`src/pcs_pkg.sv`:
```
// Package for the program counter, return stack and indirect address block.
// Assumes a 32-bit AXI4-Lite register bus and an 8-bit core data path.
package pcs_pkg;

  localparam int PC_W      = 13;
  localparam int LOW_W     = 8;
  localparam int HIGH_W    = 5;
  localparam int TARGET_W  = 11;
  localparam int DATA_W    = 8;
  localparam int DADDR_W   = 9;
  localparam int STACK_D   = 8;
  localparam int STACK_PTR_W = 3;
  localparam int AXI_AW    = 8;
  localparam int AXI_DW    = 32;

  // Register byte addresses.
  localparam logic [AXI_AW-1:0] OFS_PC_LOW  = 8'h00;
  localparam logic [AXI_AW-1:0] OFS_PC_HIGH = 8'h04;
  localparam logic [AXI_AW-1:0] OFS_FSP     = 8'h08;
  localparam logic [AXI_AW-1:0] OFS_STATUS  = 8'h0C;
  localparam logic [AXI_AW-1:0] OFS_CONFIG  = 8'h10;

  // Field positions.
  localparam int HIGH_PAGE_HI  = 4;
  localparam int HIGH_PAGE_LO  = 3;
  localparam int STATUS_BANK   = 7;
  localparam int CONFIG_WIDE   = 0;
  localparam int UPPER_PC_TOP  = 12;
  localparam int UPPER_PC_BOT  = 8;

  // Reset values.
  localparam logic [PC_W-1:0]    PC_RST     = 13'h0000;
  localparam logic [HIGH_W-1:0]  HIGH_RST   = 5'h00;
  localparam logic [DATA_W-1:0]  FSP_RST    = 8'h00;
  localparam logic               BANK_RST   = 1'b0;
  localparam logic               WIDE_RST   = 1'b1;

  // Core-side constants.
  localparam logic [PC_W-1:0]    IRQ_VECTOR    = 13'h0004;
  localparam logic [6:0]         IND_PORT_ADDR = 7'h00;
  localparam logic [DATA_W-1:0]  FSP_SELF      = 8'h00;
  localparam logic [LOW_W-1:0]   LOW_ONE       = 8'h01;
  localparam logic [STACK_PTR_W-1:0] PTR_ONE   = 3'h1;

  localparam logic [1:0] RESP_OKAY   = 2'b00;
  localparam logic [1:0] RESP_SLVERR = 2'b10;

  typedef enum logic [1:0] {
    WR_IDLE,
    WR_APPLY,
    WR_RESP
  } pcs_wr_state_type;

endpackage

```
`src/pcs_addr_gen.sv`:
```
// Program counter, page latch, return stack and indirect data address block.
// Assumes core command inputs are synchronous one-cycle strobes, at most one per cycle,
// and a single AXI4-Lite master with one write and one read outstanding at most.
`timescale 1ns/1ps
// Contract
// - Thirteen-bit program counter; low byte read/write.
// - Upper five bits unreadable, written via latch.
// - Every reset clears the upper counter bits.
// - Low byte write loads upper bits from latch.
// - Call/jump: eleven instruction bits, latch page bits.
// - Continuous 8K space in 2K pages.
// - Small parts ignore latch bit four.
// - Eight-deep 13-bit stack, pointer hidden.
// - Push on call or interrupt vectoring.
// - Pop full counter on any return.
// - Push and pop leave latch untouched.
// - Stack wraps, overwriting oldest entries.
// - No overflow or underflow status.
// - Indirect port redirects to pointed register.
// - Indirect self read returns 00h.
// - Indirect self write changes no register.
// - Indirect address is bank bit plus pointer.
module pcs_addr_gen
  import pcs_pkg::*;
(
  input  wire logic                clk_i,
  input  wire logic                rst_i,
  // AXI4-Lite slave.
  input  wire logic [AXI_AW-1:0]   s_axi_awaddr_i,
  input  wire logic                s_axi_awvalid_i,
  output logic                     s_axi_awready_o,
  input  wire logic [AXI_DW-1:0]   s_axi_wdata_i,
  input  wire logic [3:0]          s_axi_wstrb_i,
  input  wire logic                s_axi_wvalid_i,
  output logic                     s_axi_wready_o,
  output logic [1:0]               s_axi_bresp_o,
  output logic                     s_axi_bvalid_o,
  input  wire logic                s_axi_bready_i,
  input  wire logic [AXI_AW-1:0]   s_axi_araddr_i,
  input  wire logic                s_axi_arvalid_i,
  output logic                     s_axi_arready_o,
  output logic [AXI_DW-1:0]        s_axi_rdata_o,
  output logic [1:0]               s_axi_rresp_o,
  output logic                     s_axi_rvalid_o,
  input  wire logic                s_axi_rready_i,
  // Core program flow commands.
  input  wire logic                step_i,
  input  wire logic                goto_i,
  input  wire logic                call_i,
  input  wire logic                irq_i,
  input  wire logic                ret_i,
  input  wire logic [TARGET_W-1:0] target_i,
  input  wire logic                low_wr_i,
  input  wire logic [LOW_W-1:0]    low_data_i,
  // Core data access.
  input  wire logic                dacc_valid_i,
  input  wire logic                dacc_write_i,
  input  wire logic [DADDR_W-1:0]  dacc_addr_i,
  input  wire logic [DATA_W-1:0]   dacc_wdata_i,
  output logic [PC_W-1:0]          pc_o,
  output logic                     mem_valid_o,
  output logic                     mem_write_o,
  output logic [DADDR_W-1:0]       mem_addr_o,
  output logic [DATA_W-1:0]        mem_wdata_o,
  output logic                     zero_read_o
);

  logic [PC_W-1:0]        pc_q;
  logic [PC_W-1:0]        pc_d;
  logic [HIGH_W-1:0]      high_q;
  logic [HIGH_W-1:0]      high_d;
  logic [DATA_W-1:0]      fsp_q;
  logic [DATA_W-1:0]      fsp_d;
  logic                   bank_q;
  logic                   bank_d;
  logic                   wide_q;
  logic                   wide_d;

  pcs_wr_state_type       wr_state_q;
  pcs_wr_state_type       wr_state_d;
  logic                   have_aw_q;
  logic                   have_aw_d;
  logic                   have_w_q;
  logic                   have_w_d;
  logic [AXI_AW-1:0]      waddr_q;
  logic [AXI_AW-1:0]      waddr_d;
  logic [DATA_W-1:0]      wdata_q;
  logic [DATA_W-1:0]      wdata_d;
  logic                   wlane_q;
  logic                   wlane_d;
  logic                   awready_q;
  logic                   awready_d;
  logic                   wready_q;
  logic                   wready_d;
  logic                   bvalid_q;
  logic                   bvalid_d;
  logic [1:0]             bresp_q;
  logic [1:0]             bresp_d;
  logic                   arready_q;
  logic                   arready_d;
  logic                   rvalid_q;
  logic                   rvalid_d;
  logic [AXI_DW-1:0]      rdata_q;
  logic [AXI_DW-1:0]      rdata_d;
  logic [1:0]             rresp_q;
  logic [1:0]             rresp_d;

  logic                   mvalid_q;
  logic                   mvalid_d;
  logic                   mwrite_q;
  logic                   mwrite_d;
  logic [DADDR_W-1:0]     maddr_q;
  logic [DADDR_W-1:0]     maddr_d;
  logic [DATA_W-1:0]      mwdata_q;
  logic [DATA_W-1:0]      mwdata_d;
  logic                   zread_q;
  logic                   zread_d;

  logic                   core_busy;
  logic                   push;
  logic                   pop;
  logic [PC_W-1:0]        stack_top;
  logic [HIGH_W-1:0]      upper_src;
  logic [1:0]             page_src;
  logic                   waddr_ok;
  logic                   apply_low;
  logic                   aw_take;
  logic                   w_take;

  pcs_return_stack u_stack (
    .clk_i       (clk_i),
    .rst_i       (rst_i),
    .push_i      (push),
    .pop_i       (pop),
    .push_data_i (pc_q),
    .top_o       (stack_top)
  );

  // A part with the narrow memory drops the top page bit from every latch load.
  assign upper_src = {high_q[HIGH_PAGE_HI] & wide_q, high_q[HIGH_PAGE_HI-1:0]};
  assign page_src  = {high_q[HIGH_PAGE_HI] & wide_q, high_q[HIGH_PAGE_LO]};

  assign core_busy = irq_i | call_i | goto_i | ret_i | low_wr_i | step_i;
  assign push      = irq_i | (call_i & ~irq_i);
  assign pop       = ret_i & ~irq_i & ~call_i & ~goto_i;

  assign waddr_ok  = (waddr_q == OFS_PC_LOW) || (waddr_q == OFS_PC_HIGH) ||
                     (waddr_q == OFS_FSP) || (waddr_q == OFS_STATUS) ||
                     (waddr_q == OFS_CONFIG);
  // A bus write of the low byte waits for a cycle with no core command of any kind, so the
  // two never race for the counter.
  assign apply_low = (wr_state_q == WR_APPLY) && (waddr_q == OFS_PC_LOW) &&
                     wlane_q && !core_busy;

  // Program counter. The latch is never touched by stack traffic.
  always_comb begin
    pc_d = pc_q;
    if (irq_i) begin
      pc_d = IRQ_VECTOR;
    end else if (call_i || goto_i) begin
      pc_d = {page_src, target_i};
    end else if (ret_i) begin
      pc_d = stack_top;
    end else if (low_wr_i) begin
      pc_d = {upper_src, low_data_i};
    end else if (step_i) begin
      pc_d = {pc_q[UPPER_PC_TOP:UPPER_PC_BOT], pc_q[LOW_W-1:0] + LOW_ONE};
    end else if (apply_low) begin
      pc_d = {upper_src, wdata_q};
    end
  end

  // Software-visible registers.
  always_comb begin
    high_d = high_q;
    fsp_d  = fsp_q;
    bank_d = bank_q;
    wide_d = wide_q;
    if (wr_state_q == WR_APPLY && wlane_q) begin
      if (waddr_q == OFS_PC_HIGH) begin
        high_d = wdata_q[HIGH_W-1:0];
      end else if (waddr_q == OFS_FSP) begin
        fsp_d = wdata_q;
      end else if (waddr_q == OFS_STATUS) begin
        bank_d = wdata_q[STATUS_BANK];
      end else if (waddr_q == OFS_CONFIG) begin
        wide_d = wdata_q[CONFIG_WIDE];
      end
    end
  end

  // AXI write channel: address and data are taken in either order.
  assign aw_take = s_axi_awvalid_i && awready_q;
  assign w_take  = s_axi_wvalid_i && wready_q;

  always_comb begin
    wr_state_d = wr_state_q;
    have_aw_d  = have_aw_q;
    have_w_d   = have_w_q;
    waddr_d    = waddr_q;
    wdata_d    = wdata_q;
    wlane_d    = wlane_q;
    bvalid_d   = bvalid_q;
    bresp_d    = bresp_q;
    case (wr_state_q)
      WR_IDLE: begin
        if (aw_take) begin
          have_aw_d = 1'b1;
          waddr_d   = s_axi_awaddr_i;
        end
        if (w_take) begin
          have_w_d = 1'b1;
          wdata_d  = s_axi_wdata_i[DATA_W-1:0];
          wlane_d  = s_axi_wstrb_i[0];
        end
        if (have_aw_d && have_w_d) begin
          wr_state_d = WR_APPLY;
        end
      end
      WR_APPLY: begin
        if (!(waddr_q == OFS_PC_LOW && wlane_q && core_busy)) begin
          wr_state_d = WR_RESP;
          bvalid_d   = 1'b1;
          bresp_d    = waddr_ok ? RESP_OKAY : RESP_SLVERR;
        end
      end
      WR_RESP: begin
        if (s_axi_bready_i) begin
          wr_state_d = WR_IDLE;
          bvalid_d   = 1'b0;
          have_aw_d  = 1'b0;
          have_w_d   = 1'b0;
        end
      end
      default: begin
        wr_state_d = WR_IDLE;
      end
    endcase
    awready_d = (wr_state_d == WR_IDLE) && !have_aw_d;
    wready_d  = (wr_state_d == WR_IDLE) && !have_w_d;
  end

  // AXI read channel. The upper counter bits and the stack pointer have no
  // read path at all.
  always_comb begin
    rvalid_d = rvalid_q;
    rdata_d  = rdata_q;
    rresp_d  = rresp_q;
    if (rvalid_q && s_axi_rready_i) begin
      rvalid_d = 1'b0;
    end else if (s_axi_arvalid_i && arready_q) begin
      rvalid_d = 1'b1;
      rdata_d  = '0;
      rresp_d  = RESP_OKAY;
      if (s_axi_araddr_i == OFS_PC_LOW) begin
        rdata_d[LOW_W-1:0] = pc_q[LOW_W-1:0];
      end else if (s_axi_araddr_i == OFS_PC_HIGH) begin
        rdata_d[HIGH_W-1:0] = high_q;
      end else if (s_axi_araddr_i == OFS_FSP) begin
        rdata_d[DATA_W-1:0] = fsp_q;
      end else if (s_axi_araddr_i == OFS_STATUS) begin
        rdata_d[STATUS_BANK] = bank_q;
      end else if (s_axi_araddr_i == OFS_CONFIG) begin
        rdata_d[CONFIG_WIDE] = wide_q;
      end else begin
        rresp_d = RESP_SLVERR;
      end
    end
    arready_d = !rvalid_d;
  end

  // Data access resolution: the indirect port is only an alias.
  always_comb begin
    mvalid_d = dacc_valid_i;
    mwrite_d = dacc_write_i;
    maddr_d  = dacc_addr_i;
    mwdata_d = dacc_wdata_i;
    zread_d  = 1'b0;
    if (dacc_valid_i && dacc_addr_i[6:0] == IND_PORT_ADDR) begin
      maddr_d = {bank_q, fsp_q};
      if (fsp_q == FSP_SELF) begin
        // Pointing back at the port itself: no storage is touched.
        mvalid_d = 1'b0;
        mwrite_d = 1'b0;
        zread_d  = !dacc_write_i;
      end
    end
  end

  always_ff @(posedge clk_i) begin
    if (rst_i) begin
      pc_q       <= PC_RST;
      high_q     <= HIGH_RST;
      fsp_q      <= FSP_RST;
      bank_q     <= BANK_RST;
      wide_q     <= WIDE_RST;
      wr_state_q <= WR_IDLE;
      have_aw_q  <= 1'b0;
      have_w_q   <= 1'b0;
      waddr_q    <= '0;
      wdata_q    <= '0;
      wlane_q    <= 1'b0;
      awready_q  <= 1'b0;
      wready_q   <= 1'b0;
      bvalid_q   <= 1'b0;
      bresp_q    <= RESP_OKAY;
      arready_q  <= 1'b0;
      rvalid_q   <= 1'b0;
      rdata_q    <= '0;
      rresp_q    <= RESP_OKAY;
      mvalid_q   <= 1'b0;
      mwrite_q   <= 1'b0;
      maddr_q    <= '0;
      mwdata_q   <= '0;
      zread_q    <= 1'b0;
    end else begin
      pc_q       <= pc_d;
      high_q     <= high_d;
      fsp_q      <= fsp_d;
      bank_q     <= bank_d;
      wide_q     <= wide_d;
      wr_state_q <= wr_state_d;
      have_aw_q  <= have_aw_d;
      have_w_q   <= have_w_d;
      waddr_q    <= waddr_d;
      wdata_q    <= wdata_d;
      wlane_q    <= wlane_d;
      awready_q  <= awready_d;
      wready_q   <= wready_d;
      bvalid_q   <= bvalid_d;
      bresp_q    <= bresp_d;
      arready_q  <= arready_d;
      rvalid_q   <= rvalid_d;
      rdata_q    <= rdata_d;
      rresp_q    <= rresp_d;
      mvalid_q   <= mvalid_d;
      mwrite_q   <= mwrite_d;
      maddr_q    <= maddr_d;
      mwdata_q   <= mwdata_d;
      zread_q    <= zread_d;
    end
  end

  assign pc_o            = pc_q;
  assign s_axi_awready_o = awready_q;
  assign s_axi_wready_o  = wready_q;
  assign s_axi_bvalid_o  = bvalid_q;
  assign s_axi_bresp_o   = bresp_q;
  assign s_axi_arready_o = arready_q;
  assign s_axi_rvalid_o  = rvalid_q;
  assign s_axi_rdata_o   = rdata_q;
  assign s_axi_rresp_o   = rresp_q;
  assign mem_valid_o     = mvalid_q;
  assign mem_write_o     = mwrite_q;
  assign mem_addr_o      = maddr_q;
  assign mem_wdata_o     = mwdata_q;
  assign zero_read_o     = zread_q;

endmodule

```
`src/pcs_return_stack.sv`:
```
// Eight-entry circular return stack held in flip-flops.
// Assumes the caller never asserts push and pop in the same cycle; push wins if it does.
`timescale 1ns/1ps
module pcs_return_stack
  import pcs_pkg::*;
(
  input  wire logic            clk_i,
  input  wire logic            rst_i,
  input  wire logic            push_i,
  input  wire logic            pop_i,
  input  wire logic [PC_W-1:0] push_data_i,
  output logic      [PC_W-1:0] top_o
);

  logic [PC_W-1:0]        mem_q [STACK_D];
  logic [PC_W-1:0]        mem_d [STACK_D];
  logic [STACK_PTR_W-1:0] ptr_q;
  logic [STACK_PTR_W-1:0] ptr_d;

  // The pointer simply wraps, so overflow silently overwrites the oldest entry
  // and underflow reads stale data; nothing flags either case.
  always_comb begin
    mem_d = mem_q;
    ptr_d = ptr_q;
    if (push_i) begin
      mem_d[ptr_q] = push_data_i;
      ptr_d        = ptr_q + PTR_ONE;
    end else if (pop_i) begin
      ptr_d = ptr_q - PTR_ONE;
    end
  end

  assign top_o = mem_q[ptr_q - PTR_ONE];

  always_ff @(posedge clk_i) begin
    if (rst_i) begin
      ptr_q <= '0;
      for (int i = 0; i < STACK_D; i++) begin
        mem_q[i] <= PC_RST;
      end
    end else begin
      ptr_q <= ptr_d;
      mem_q <= mem_d;
    end
  end

endmodule
```
`config.mk`:
```
export PLATFORM = sky130hd
export DESIGN_NAME = pcs_addr_gen
export DESIGN_NICKNAME = d
export VERILOG_FILES = /design/src/pcs_pkg.sv /design/src/pcs_addr_gen.sv /design/src/pcs_return_stack.sv
export SDC_FILE = /design/constraint.sdc
export NUM_CORES = 1
export LEC_CHECK = 0
export BUFFER_PORTS_ARGS = -buffer_cell sky130_fd_sc_hd__buf_2
export CAP_MARGIN = 10
export CORE_ASPECT_RATIO = 0.9
export CORE_UTILIZATION = 30
export CTS_BUF_LIST = sky130_fd_sc_hd__clkbuf_4
export CTS_CLUSTER_SIZE = 10
export DETAILED_ROUTE_END_ITERATION = 16
export PLACE_DENSITY_LB_ADDON = 0.25
export SLEW_MARGIN = 20
export SYNTH_ARGS = -nofsm -noshare
export SYNTH_HDL_FRONTEND = slang
export SYNTH_SLANG_ARGS = --single-unit
```
`constraint.sdc`:
```
create_clock -name clk_i -period 5.8 [get_ports clk_i]
set_clock_uncertainty 0.15 [all_clocks]
set_input_delay 0.29 -clock clk_i [delete_from_list [all_inputs] [get_ports clk_i]]
set_output_delay 0.29 -clock clk_i [all_outputs]
set_load 0.005 [all_outputs]
```
==> run metrics, run 1 <==
1st-iter DRT viols 405; setup tns final 0 ps; RePlAce Congestion slightly below 0.8; final std cells w/o fill 1,489; Ant. Diodes 0; clock latency on the worst-skew pair 580 ps; Final Max Slew Viols 0; Worst Tran Pin Value between 1000 and 1500 ps; CP Launch Type flip-flop; CP bufs+invs 4; Clk network pwr share 27.0%; VDD IR max ~0.09 mV; Sw Share 30.8%; number of buffers created by CTS 17; Routed Antenna Nets 0; CP max FO 39; CP cell instances buf_4, inv_1, ha_1, buf_4, mux2i_1, a31oi_1, nand4_1, a211oi_1, dlygate4sd3_1; Seq pwr share between 50% and 60%; clk buf depth 2; DP Cell Count between 1k and 1.5k; Multi-input gate area around 4400 um^2; fraction of layout cells with a size suffix above 1 ~18%; grt ovf 0; Design Power ~2.5 mW; CTS tree done; number of synthesized flops with an enable pin 0; Top FF cell, synth dfxtp_1; vias in the first global route just under 7k; Post-Syn Area per Cell 9.03 um^2; max-slew headroom at the worst pin around 31%; Initial Util 30.7%; Mapped Cells ~960; H-Tree Depth 4; Synth cell types 56; via count between 7k and 8k; antenna violations before repair 0; port bufs about 120; WP data arrival 4070 ps; critical path's top delay family buffers and inverters; Int Power 1.74 mW; net load switching power about 780 uW; wire length per cell between 15 and 20 um; Logic pwr share 17.5%; synthesis-to-layout area growth 21.1%; chip height ~160 um; FILL cells roughly 2.9k; CTS Sinks approximately 190; final setup fails 0; num ports about 180; critical path type flip-flop to flip-flop; unrepaired setup endpoints after global routing no; max frequency about 270 MHz; global-route wire length before repair between 30,000 and 40,000 um; final hold vios 0; final WL ~25,000 um; Final period util 63.5%; Die Area just under 30,000 um^2; Max Cap Viol 0; crit path capture type flip-flop; clk slew on worst S/H paths around 160 ps; area of the core between 20,000 and 30,000 um^2; Mapped Area ~8600 um^2; register area between 3000 and 4000 um^2; drt pass-1 iters 7; Worst path most repeated cell buf_4; CP required 6190 ps; Vias/cell about 4.9; post-CTS setup buffers 0; Final min period 3680 ps; hold buffers post-CTS 78; PD cells 241 nW/um^2; Nets about 1.2k; synthesized flop and latch total roughly 190; # rows just under 60; Yosys warnings 0; clk root buf clkbuf_4; slowest cell on the critical path ha_1; largest net degree at the start of global routing 88; min-delay worst type primary input to flip-flop; GRT Total Usage approximately 17%; post-DP HPWL roughly 16,000 um; drc violations 0; CP max stage delay roughly 750 ps; standby leakage power around 4.1 nW; post-synthesis sequential area ratio approximately 44%; post_cts resized 0; run status finished, final reports clean; chip width about 180 um; asr flop ratio synth 0%
[worst register-to-register path, cell delays in order, from the launching register on]
cell	delay, ps
dfxtp_2	340
buf_4	470
inv_1	250
ha_1	750
buf_4	390
mux2i_1	120
a31oi_1	180
nand4_1	190
a211oi_1	230
dlygate4sd3_1	560
[stage by stage]
| stage | hold slack, ps | setup slack (ps) | util (%) | area, um^2 |
|---|---|---|---|---|
| 3_3_place_gp | 290 | 2320 | 33.5 | 9420 |
| 5_1_grt | 60.4 | 1860 | 37.2 | 10400 |
| 6_report | 48.6 | 2120 | 37.2 | 10400 |
| 3_5_place_dp | 296 | 2320 | 33.5 | 9420 |
| 2_1_floorplan | 218 | 3150 | - | 8720 |
| 4_1_cts | 3.28 | 2120 | 37.2 | 10400 |
[kinds of logic after synthesis]
family | Yosys count | synth area share (%)
flip-flops | 191 | 44.3
XOR/XNOR | 10 | 1.02
AO/OA/AOI/OAI | 141 | 10.3
buffers and inverters | 104 | 5.90
AND/OR/NAND/NOR | 360 | 18.5
multiplexers | 145 | 19.5
other | 1 | 0.0435
adder cells (fa/ha/maj) | 3 | 0.435
[worst paths after layout]
kind	start	end	slack [ps]	depth (start not counted)
max	u_stack.ptr_q[0]	pc_o[2]	2120	9
min	step_i	pc_o[7]	50	5
min reg2reg	u_stack.mem_q[5]	u_stack.mem_q[5]	320	2
max reg2reg	u_stack.ptr_q[0]	pc_o[2]	2120	9
[final cells by class]
class	instances	area share, %
Clock buffer	22	1.58
Clock inverter	10	0.790
Inverter	7	0.251
Multi-Input combinational cell	685	42.1
Sequential cell	191	36.6
Tap cell	360	4.31
Timing Repair Buffer	214	14.3
[cells in the mapped netlist (6+ instances only)]
master / instances / share of area (%)
a22oi_1: 8 / 0.70
inv_1: 7 / 0.30
nor2_1: 154 / 6.7
nand2_1: 110 / 4.8
nor4_1: 6 / 0.44
mux4_2: 18 / 4.7
nor2b_1: 19 / 1.4
o21ai_0: 17 / 0.99
mux2i_1: 125 / 15
a31oi_1: 10 / 0.73
clkbuf_1: 55 / 2.4
nor3_1: 14 / 0.81
a21oi_1: 66 / 3.8
a211oi_1: 8 / 0.70
xnor2_1: 6 / 0.61
nand2b_1: 6 / 0.44
buf_1: 6 / 0.26
dfxtp_1: 191 / 44
nand3_1: 16 / 0.93
buf_4: 27 / 2.3
buf_2: 8 / 0.46
[layer usage]
metal	global-route usage (%)	routed length, um	vias to the layer above
li1	-	-	3578
met1	21.8	11700	3468
met2	29.0	12100	157
met3	2.80	833	19
met4	4.20	215	0
met5	0	0	-
[layout by cell type, fill, tap and decap left out, drive strengths merged, types with 5 or more instances in the layout]
cell / count
a2111oi: 6
a211oi: 8
a21oi: 66
a22oi: 8
a31oi: 10
and3: 5
buf: 136
clkbuf: 22
clkinv: 5
conb: 26
dfxtp: 191
dlygate4sd3: 78
inv: 10
mux2i: 125
mux4: 18
nand2: 111
nand2b: 6
nand3: 17
nand3b: 5
nor2: 154
nor2b: 19
nor3: 15
nor4: 6
o21ai: 17
or2: 5
or4: 6
xnor2: 6
[registers in the layout, summed over array words and instances (netlist names), 3 cells and up]
signal,count
u_stack.mem_q,104
pc_o,13
mem_addr_o,9
fsp_q,8
mem_wdata_o,8
s_axi_rdata_o,8
waddr_q,8
wdata_q,8
high_q,5
u_stack.ptr_q,3
[power by group through the flow]
| stage | sequential (mW) | combinational, mW | clock [mW] |
|---|---|---|---|
| 6_report | 1.40 | 0.440 | 0.680 |
| 5_1_grt | 1.41 | 0.476 | 0.751 |
| 4_1_cts | 1.40 | 0.439 | 0.703 |
| 3_5_place_dp | 1.43 | 0.399 | 0 |
| 2_1_floorplan | 1.40 | 0.289 | 0 |
| 3_3_place_gp | 1.43 | 0.397 | 0 |
Power figures use the tool's default switching activity.
==> inputs of run 2 (changes only) <==
==> constraint.sdc (replaced) <==
create_clock -name clk_i -period 3.5 [get_ports clk_i]
set_clock_uncertainty 0.15 [all_clocks]
set_input_delay 0.175 -clock clk_i [delete_from_list [all_inputs] [get_ports clk_i]]
set_output_delay 0.175 -clock clk_i [all_outputs]
set_load 0.005 [all_outputs]
==> run metrics, run 2 (synthesis gave the netlist of run 1 again) <==
Final min period 3280 ps (-407 ps); Nets 1,234 (+0.98%); post-DP HPWL 16,700 um (+1.2%); post-CTS setup buffers 0 (unchanged); clock latency on the worst-skew pair 590 ps (about the same); port bufs 123 (unchanged); Reg-to-Reg Start u_stack.ptr_q[0]; Vias/cell 4.82 (-0.71%); Final Max Slew Viols 0 (unchanged); VDD IR max 0.162 mV (+76%); chip width 181 um (unchanged); num ports 177 (unchanged); Hold EP pc_o[5]; CP required 3830 ps (-2360 ps); vias in the first global route 6,945 (+1.7%); Ant. Diodes 0 (unchanged); min-delay worst type primary input to flip-flop; clk buf depth 2 (unchanged); chip height 163 um (unchanged); Biggest register u_stack.mem_q; Routed Antenna Nets 0 (unchanged); area of the core 28,100 um^2 (unchanged); hold_sp low_data_i[5]; R2R cell count 7 (-2); final WL 24,500 um (-1.3%); max-slew headroom at the worst pin 37.4% (+6.5 points); max frequency 305 MHz (+12%); unrepaired setup endpoints after global routing no; GRT Total Usage 16.7% (-0.11 points); PD cells 400 nW/um^2 (+66%); CTS tree done; FILL cells 2,884 (+0.35%); reg2reg end pc_o[1]; fraction of layout cells with a size suffix above 1 18.0% (+0.034 points); Hold Path Stages 4 (-1); 1st-iter DRT viols 386 (-4.7%); Worst Tran Pin Value 939 ps (-93.1 ps); Final period util 93.6% (+30 points); crit path capture type flip-flop; antenna violations before repair 0 (unchanged); drt pass-1 iters 5 (-2); # rows 58 (unchanged); H-Tree Depth 4 (unchanged); CP Launch Type flip-flop; register area 3820 um^2 (unchanged); largest net degree at the start of global routing 147 (+67%); post_cts resized 0 (unchanged); Multi-input gate area 4400 um^2 (unchanged); final hold vios 0 (unchanged); Initial Util 30.7% (unchanged); commonest cells after routing, fill and taps aside dfxtp_1 (190), nor2_1 (154), mux2i_1 (125), buf_2 (122), nand2_1 (110); critical path type flip-flop to flip-flop; run status finished, final reports clean; synthesis-to-layout area growth 22.5%; max reg flops 104 (unchanged); most common cell after layout, fill and taps aside dfxtp_1; CP max FO 18 (-54%); global-route wire length before repair 38,800 um (+0.14%); clk root buf clkbuf_4; grt ovf 0 (unchanged); standby leakage power 4.20 nW (+1.5%); via count 7,214 (-0.11%); RePlAce Congestion 0.790 (-0.23%); drc violations 0 (unchanged); number of buffers created by CTS 17 (unchanged); clk slew on worst S/H paths 150 ps (about the same); setup tns final 0 ps (unchanged); CTS Sinks 191 (unchanged); R2R Setup Slk 220 ps (-1890 ps); final setup fails 0 (unchanged); Die Area 29,400 um^2 (unchanged); hold buffers post-CTS 83 (+6.4%); wire length per cell 16.3 um (-1.9%); WP data arrival 3610 ps (-460 ps); dpl ws 666 ps (-1650 ps); Max Cap Viol 0 (unchanged); Final WS setup 224 ps (-1890 ps)
## run 2: layer usage
metal | vias to the layer above | wire length (um) | track usage [%] | share of wire (%)
met2 | 150 | 11800 | 28.3 | 48
met3 | 24 | 860 | 3.42 | 3.5
met1 | 3437 | 11600 | 21.9 | 47
met4 | 0 | 259 | 3.61 | 1.1
met5 | - | 0 | 0 | 0
li1 | 3603 | - | - | -
## run 2: how the worst max path moves through the flow
stage                      from      end  slack, ps  depth (start not counted)
6_report       u_stack.ptr_q[0]  pc_o[1]        220                          7
5_1_grt        u_stack.ptr_q[0]  pc_o[1]         20                          7
4_1_cts        u_stack.ptr_q[0]  pc_o[1]        230                          7
3_5_place_dp   u_stack.ptr_q[0]  pc_o[5]        670                          8
3_3_place_gp   u_stack.ptr_q[0]  pc_o[5]        680                          8
2_1_floorplan  u_stack.ptr_q[0]  pc_o[7]        850                          9
## run 2: layout make-up
type | count | area share (%)
Tap cell | 360 | 4.26
Timing Repair Buffer | 226 | 15.2
Inverter | 7 | 0.249
Clock inverter | 11 | 1.11
Clock buffer | 18 | 1.28
Sequential cell | 191 | 36.2
Multi-Input combinational cell | 685 | 41.7
## run 2: through the flow
stage / cell area, um^2 / total power [mW] / hold WS, ps / cells / util [%]
2_1_floorplan: 8720 / 2.81 / 103 / 980 / -
3_3_place_gp: 9490 / 3.03 / 221 / 1386 / 33.8
3_5_place_dp: 9490 / 3.03 / 212 / 1386 / 33.8
4_1_cts: 10600 / 4.28 / 1.25 / 1498 / 37.6
5_1_grt: 10600 / 4.44 / 15.3 / 1498 / 37.6
6_report: 10600 / 4.23 / 19.7 / 1498 / 37.6
## run 2: worst max-delay path: stages (launching register included)
cell and delay, ps:
dfxtp_2 510, inv_1 180, ha_1 790, buf_4 290
mux4_2 320, mux2i_1 260, a221oi_1 110, dlygate4sd3_1 560
## run 2: report_power, final
part,internal (mW),switching (mW),total (mW)
combinational,0.331,0.403,0.734
clock,0.417,0.752,1.17
sequential,2.24,0.0813,2.32
total,2.99,1.24,4.23
==> inputs of run 3 (changes only) <==
--- a/config.mk
+++ b/config.mk
@@ -9,10 +9,8 @@
 export CAP_MARGIN = 10
 export CORE_ASPECT_RATIO = 0.9
 export CORE_UTILIZATION = 30
-export CTS_BUF_LIST = sky130_fd_sc_hd__clkbuf_4
 export CTS_CLUSTER_SIZE = 10
 export DETAILED_ROUTE_END_ITERATION = 16
-export PLACE_DENSITY_LB_ADDON = 0.25
 export SLEW_MARGIN = 20
 export SYNTH_ARGS = -nofsm -noshare
 export SYNTH_HDL_FRONTEND = slang
==> run metrics, run 3 (synthesis gave the netlist of run 1 again) <==
CP Launch Type flip-flop; chip width 181 um (unchanged); via count 7,134 (-1.1%); cell area after layout 10,600 um^2 (-0.12%); vias in the first global route 6,773 (-2.5%); post-DP HPWL 16,100 um (-3.5%); drc violations 0 (unchanged); Worst Tran Pin Value 933 ps (-5.76 ps); WP data arrival 2910 ps (-700 ps); num ports 177 (unchanged); Final Max Slew Viols 0 (unchanged); H-Tree Depth 4 (unchanged); CTS tree done; Die Area 29,400 um^2 (unchanged); run status finished, final reports clean; hold_sp target_i[10]; Initial Util 30.7% (unchanged); min-delay worst type primary input to flip-flop; max frequency 361 MHz (+18%); Hold Path Stages 3 (-1); R2R Setup Slk 730 ps (+510 ps); Routed Antenna Nets 0 (unchanged); final hold vios 0 (unchanged); standby leakage power 4.18 nW (-0.59%); critical path type flip-flop to flip-flop; number of buffers created by CTS 17 (unchanged); fraction of layout cells with a size suffix above 1 19.0% (+0.99 points); PD cells 486 nW/um^2 (+22%); reg2reg end pc_o[6]; Ant. Diodes 0 (unchanged); wire length per cell 15.9 um (-2.8%); port bufs 123 (unchanged); Max Cap Viol 0 (unchanged); Nets 1,193 (-3.3%); Final period util 79.1% (-15 points); post_cts resized 0 (unchanged); unrepaired setup endpoints after global routing no; Biggest register u_stack.mem_q; area of the core 28,100 um^2 (unchanged); # rows 58 (unchanged); clk buf depth 2 (unchanged); final WL 23,200 um (-5.3%); R2R cell count 8 (+1); clk slew on worst S/H paths 70 ps (-80 ps); 1st-iter DRT viols 390 (+1.0%); Placed Area 9470 um^2 (-0.16%); Vias/cell 4.89 (+1.5%); Reg-to-Reg Start u_stack.ptr_q[1]; clk root buf clkbuf_16; largest net degree at the start of global routing 94 (-36%); post-CTS setup buffers 0 (unchanged); grt ovf 0 (unchanged); antenna violations before repair 0 (unchanged); Final min period 2770 ps (-508 ps); max-slew headroom at the worst pin 37.8% (+0.38 points); final setup fails 0 (unchanged); commonest cells after routing, fill and taps aside dfxtp_1 (190), nor2_1 (154), mux2i_1 (125), buf_2 (122), nand2_1 (110); VDD IR max 0.279 mV (+72%); GRT Total Usage 16.0% (-0.72 points); synthesis-to-layout area growth 22.4%; RePlAce Congestion 0.801 (+1.4%); drt pass-1 iters 5 (unchanged); Hold EP pc_o[10]; clock latency on the worst-skew pair 430 ps (-160 ps); CP required 3640 ps (-190 ps); CP max FO 16 (-2); global-route wire length before repair 37,300 um (-3.7%); chip height 163 um (unchanged); max reg flops 104 (unchanged); CTS Sinks 191 (unchanged); setup tns final 0 ps (unchanged); crit path capture type flip-flop; hold buffers post-CTS 44 (-47%); most common cell after layout, fill and taps aside dfxtp_1
[run 3: changes by cell type in the layout (fill, tap and decap cells not counted), moves of 2 or more]
cell,before,now
inv_6,2,5
clkbuf_4,18,0
clkinv_4,1,3
clkbuf_16,0,17
clkinv_1,3,0
inv_8,0,2
bufinv_16,2,4
dlygate4sd3_1,83,44
buf_4,20,18
[run 3: cell type report]
type	instances	area, um^2
flip-flops and latches	191	3820
repair buffers	185	1210
inverters	7	26.3
multi-input cells	685	4400
fillers	2826	17500
clock buffers	17	425
clock inverters	15	220
well taps	360	450
[run 3: per-layer routing]
| metal | vias to the layer above | track usage (%) | part of all wire (%) |
|---|---|---|---|
| met5 | - | 0 | 0 |
| met4 | 0 | 4.55 | 1.6 |
| met3 | 22 | 2.88 | 3.8 |
| met2 | 161 | 27.0 | 48 |
| met1 | 3418 | 20.8 | 47 |
| li1 | 3533 | - | - |
[run 3: worst max path at each step]
| stage | slack [ps] | start | endpoint | depth (start not counted) |
|---|---|---|---|---|
| 6_report | 730 | u_stack.ptr_q[1] | pc_o[6] | 8 |
| 4_1_cts | 750 | u_stack.ptr_q[1] | pc_o[6] | 8 |
| 3_3_place_gp | 880 | u_stack.ptr_q[1] | pc_o[6] | 8 |
| 3_5_place_dp | 830 | u_stack.ptr_q[1] | pc_o[6] | 8 |
| 5_1_grt | 540 | u_stack.ptr_q[1] | pc_o[6] | 8 |
| 2_1_floorplan | 850 | u_stack.ptr_q[0] | pc_o[7] | 9 |
[run 3: power breakdown]
part	internal [mW]	total (mW)	switching, mW
clock	1.22	2.12	0.895
combinational	0.301	0.702	0.401
sequential	2.24	2.31	0.0731
total	3.76	5.13	1.37
[run 3: worst max-delay path, cell delays in order, from the launching register on]
cell	delay (ps)
dfxtp_1	460
inv_1	110
ha_1	710
buf_4	290
mux4_2	340
nand3_1	110
a31oi_1	100
a311oi_1	230
a211oi_1	130
[run 3: per-stage QoR]
stage | util (%) | setup WS (ps) | hold WS (ps) | total power, mW | instances
2_1_floorplan | - | 850 | 103 | 2.81 | 980
3_5_place_dp | 33.7 | 829 | 212 | 3.02 | 1384
4_1_cts | 37.6 | 749 | 2.76 | 5.19 | 1460
6_report | 37.6 | 732 | 19.0 | 5.13 | 1460
3_3_place_gp | 33.7 | 876 | 218 | 3.02 | 1384
5_1_grt | 37.6 | 545 | 43.7 | 5.35 | 1460
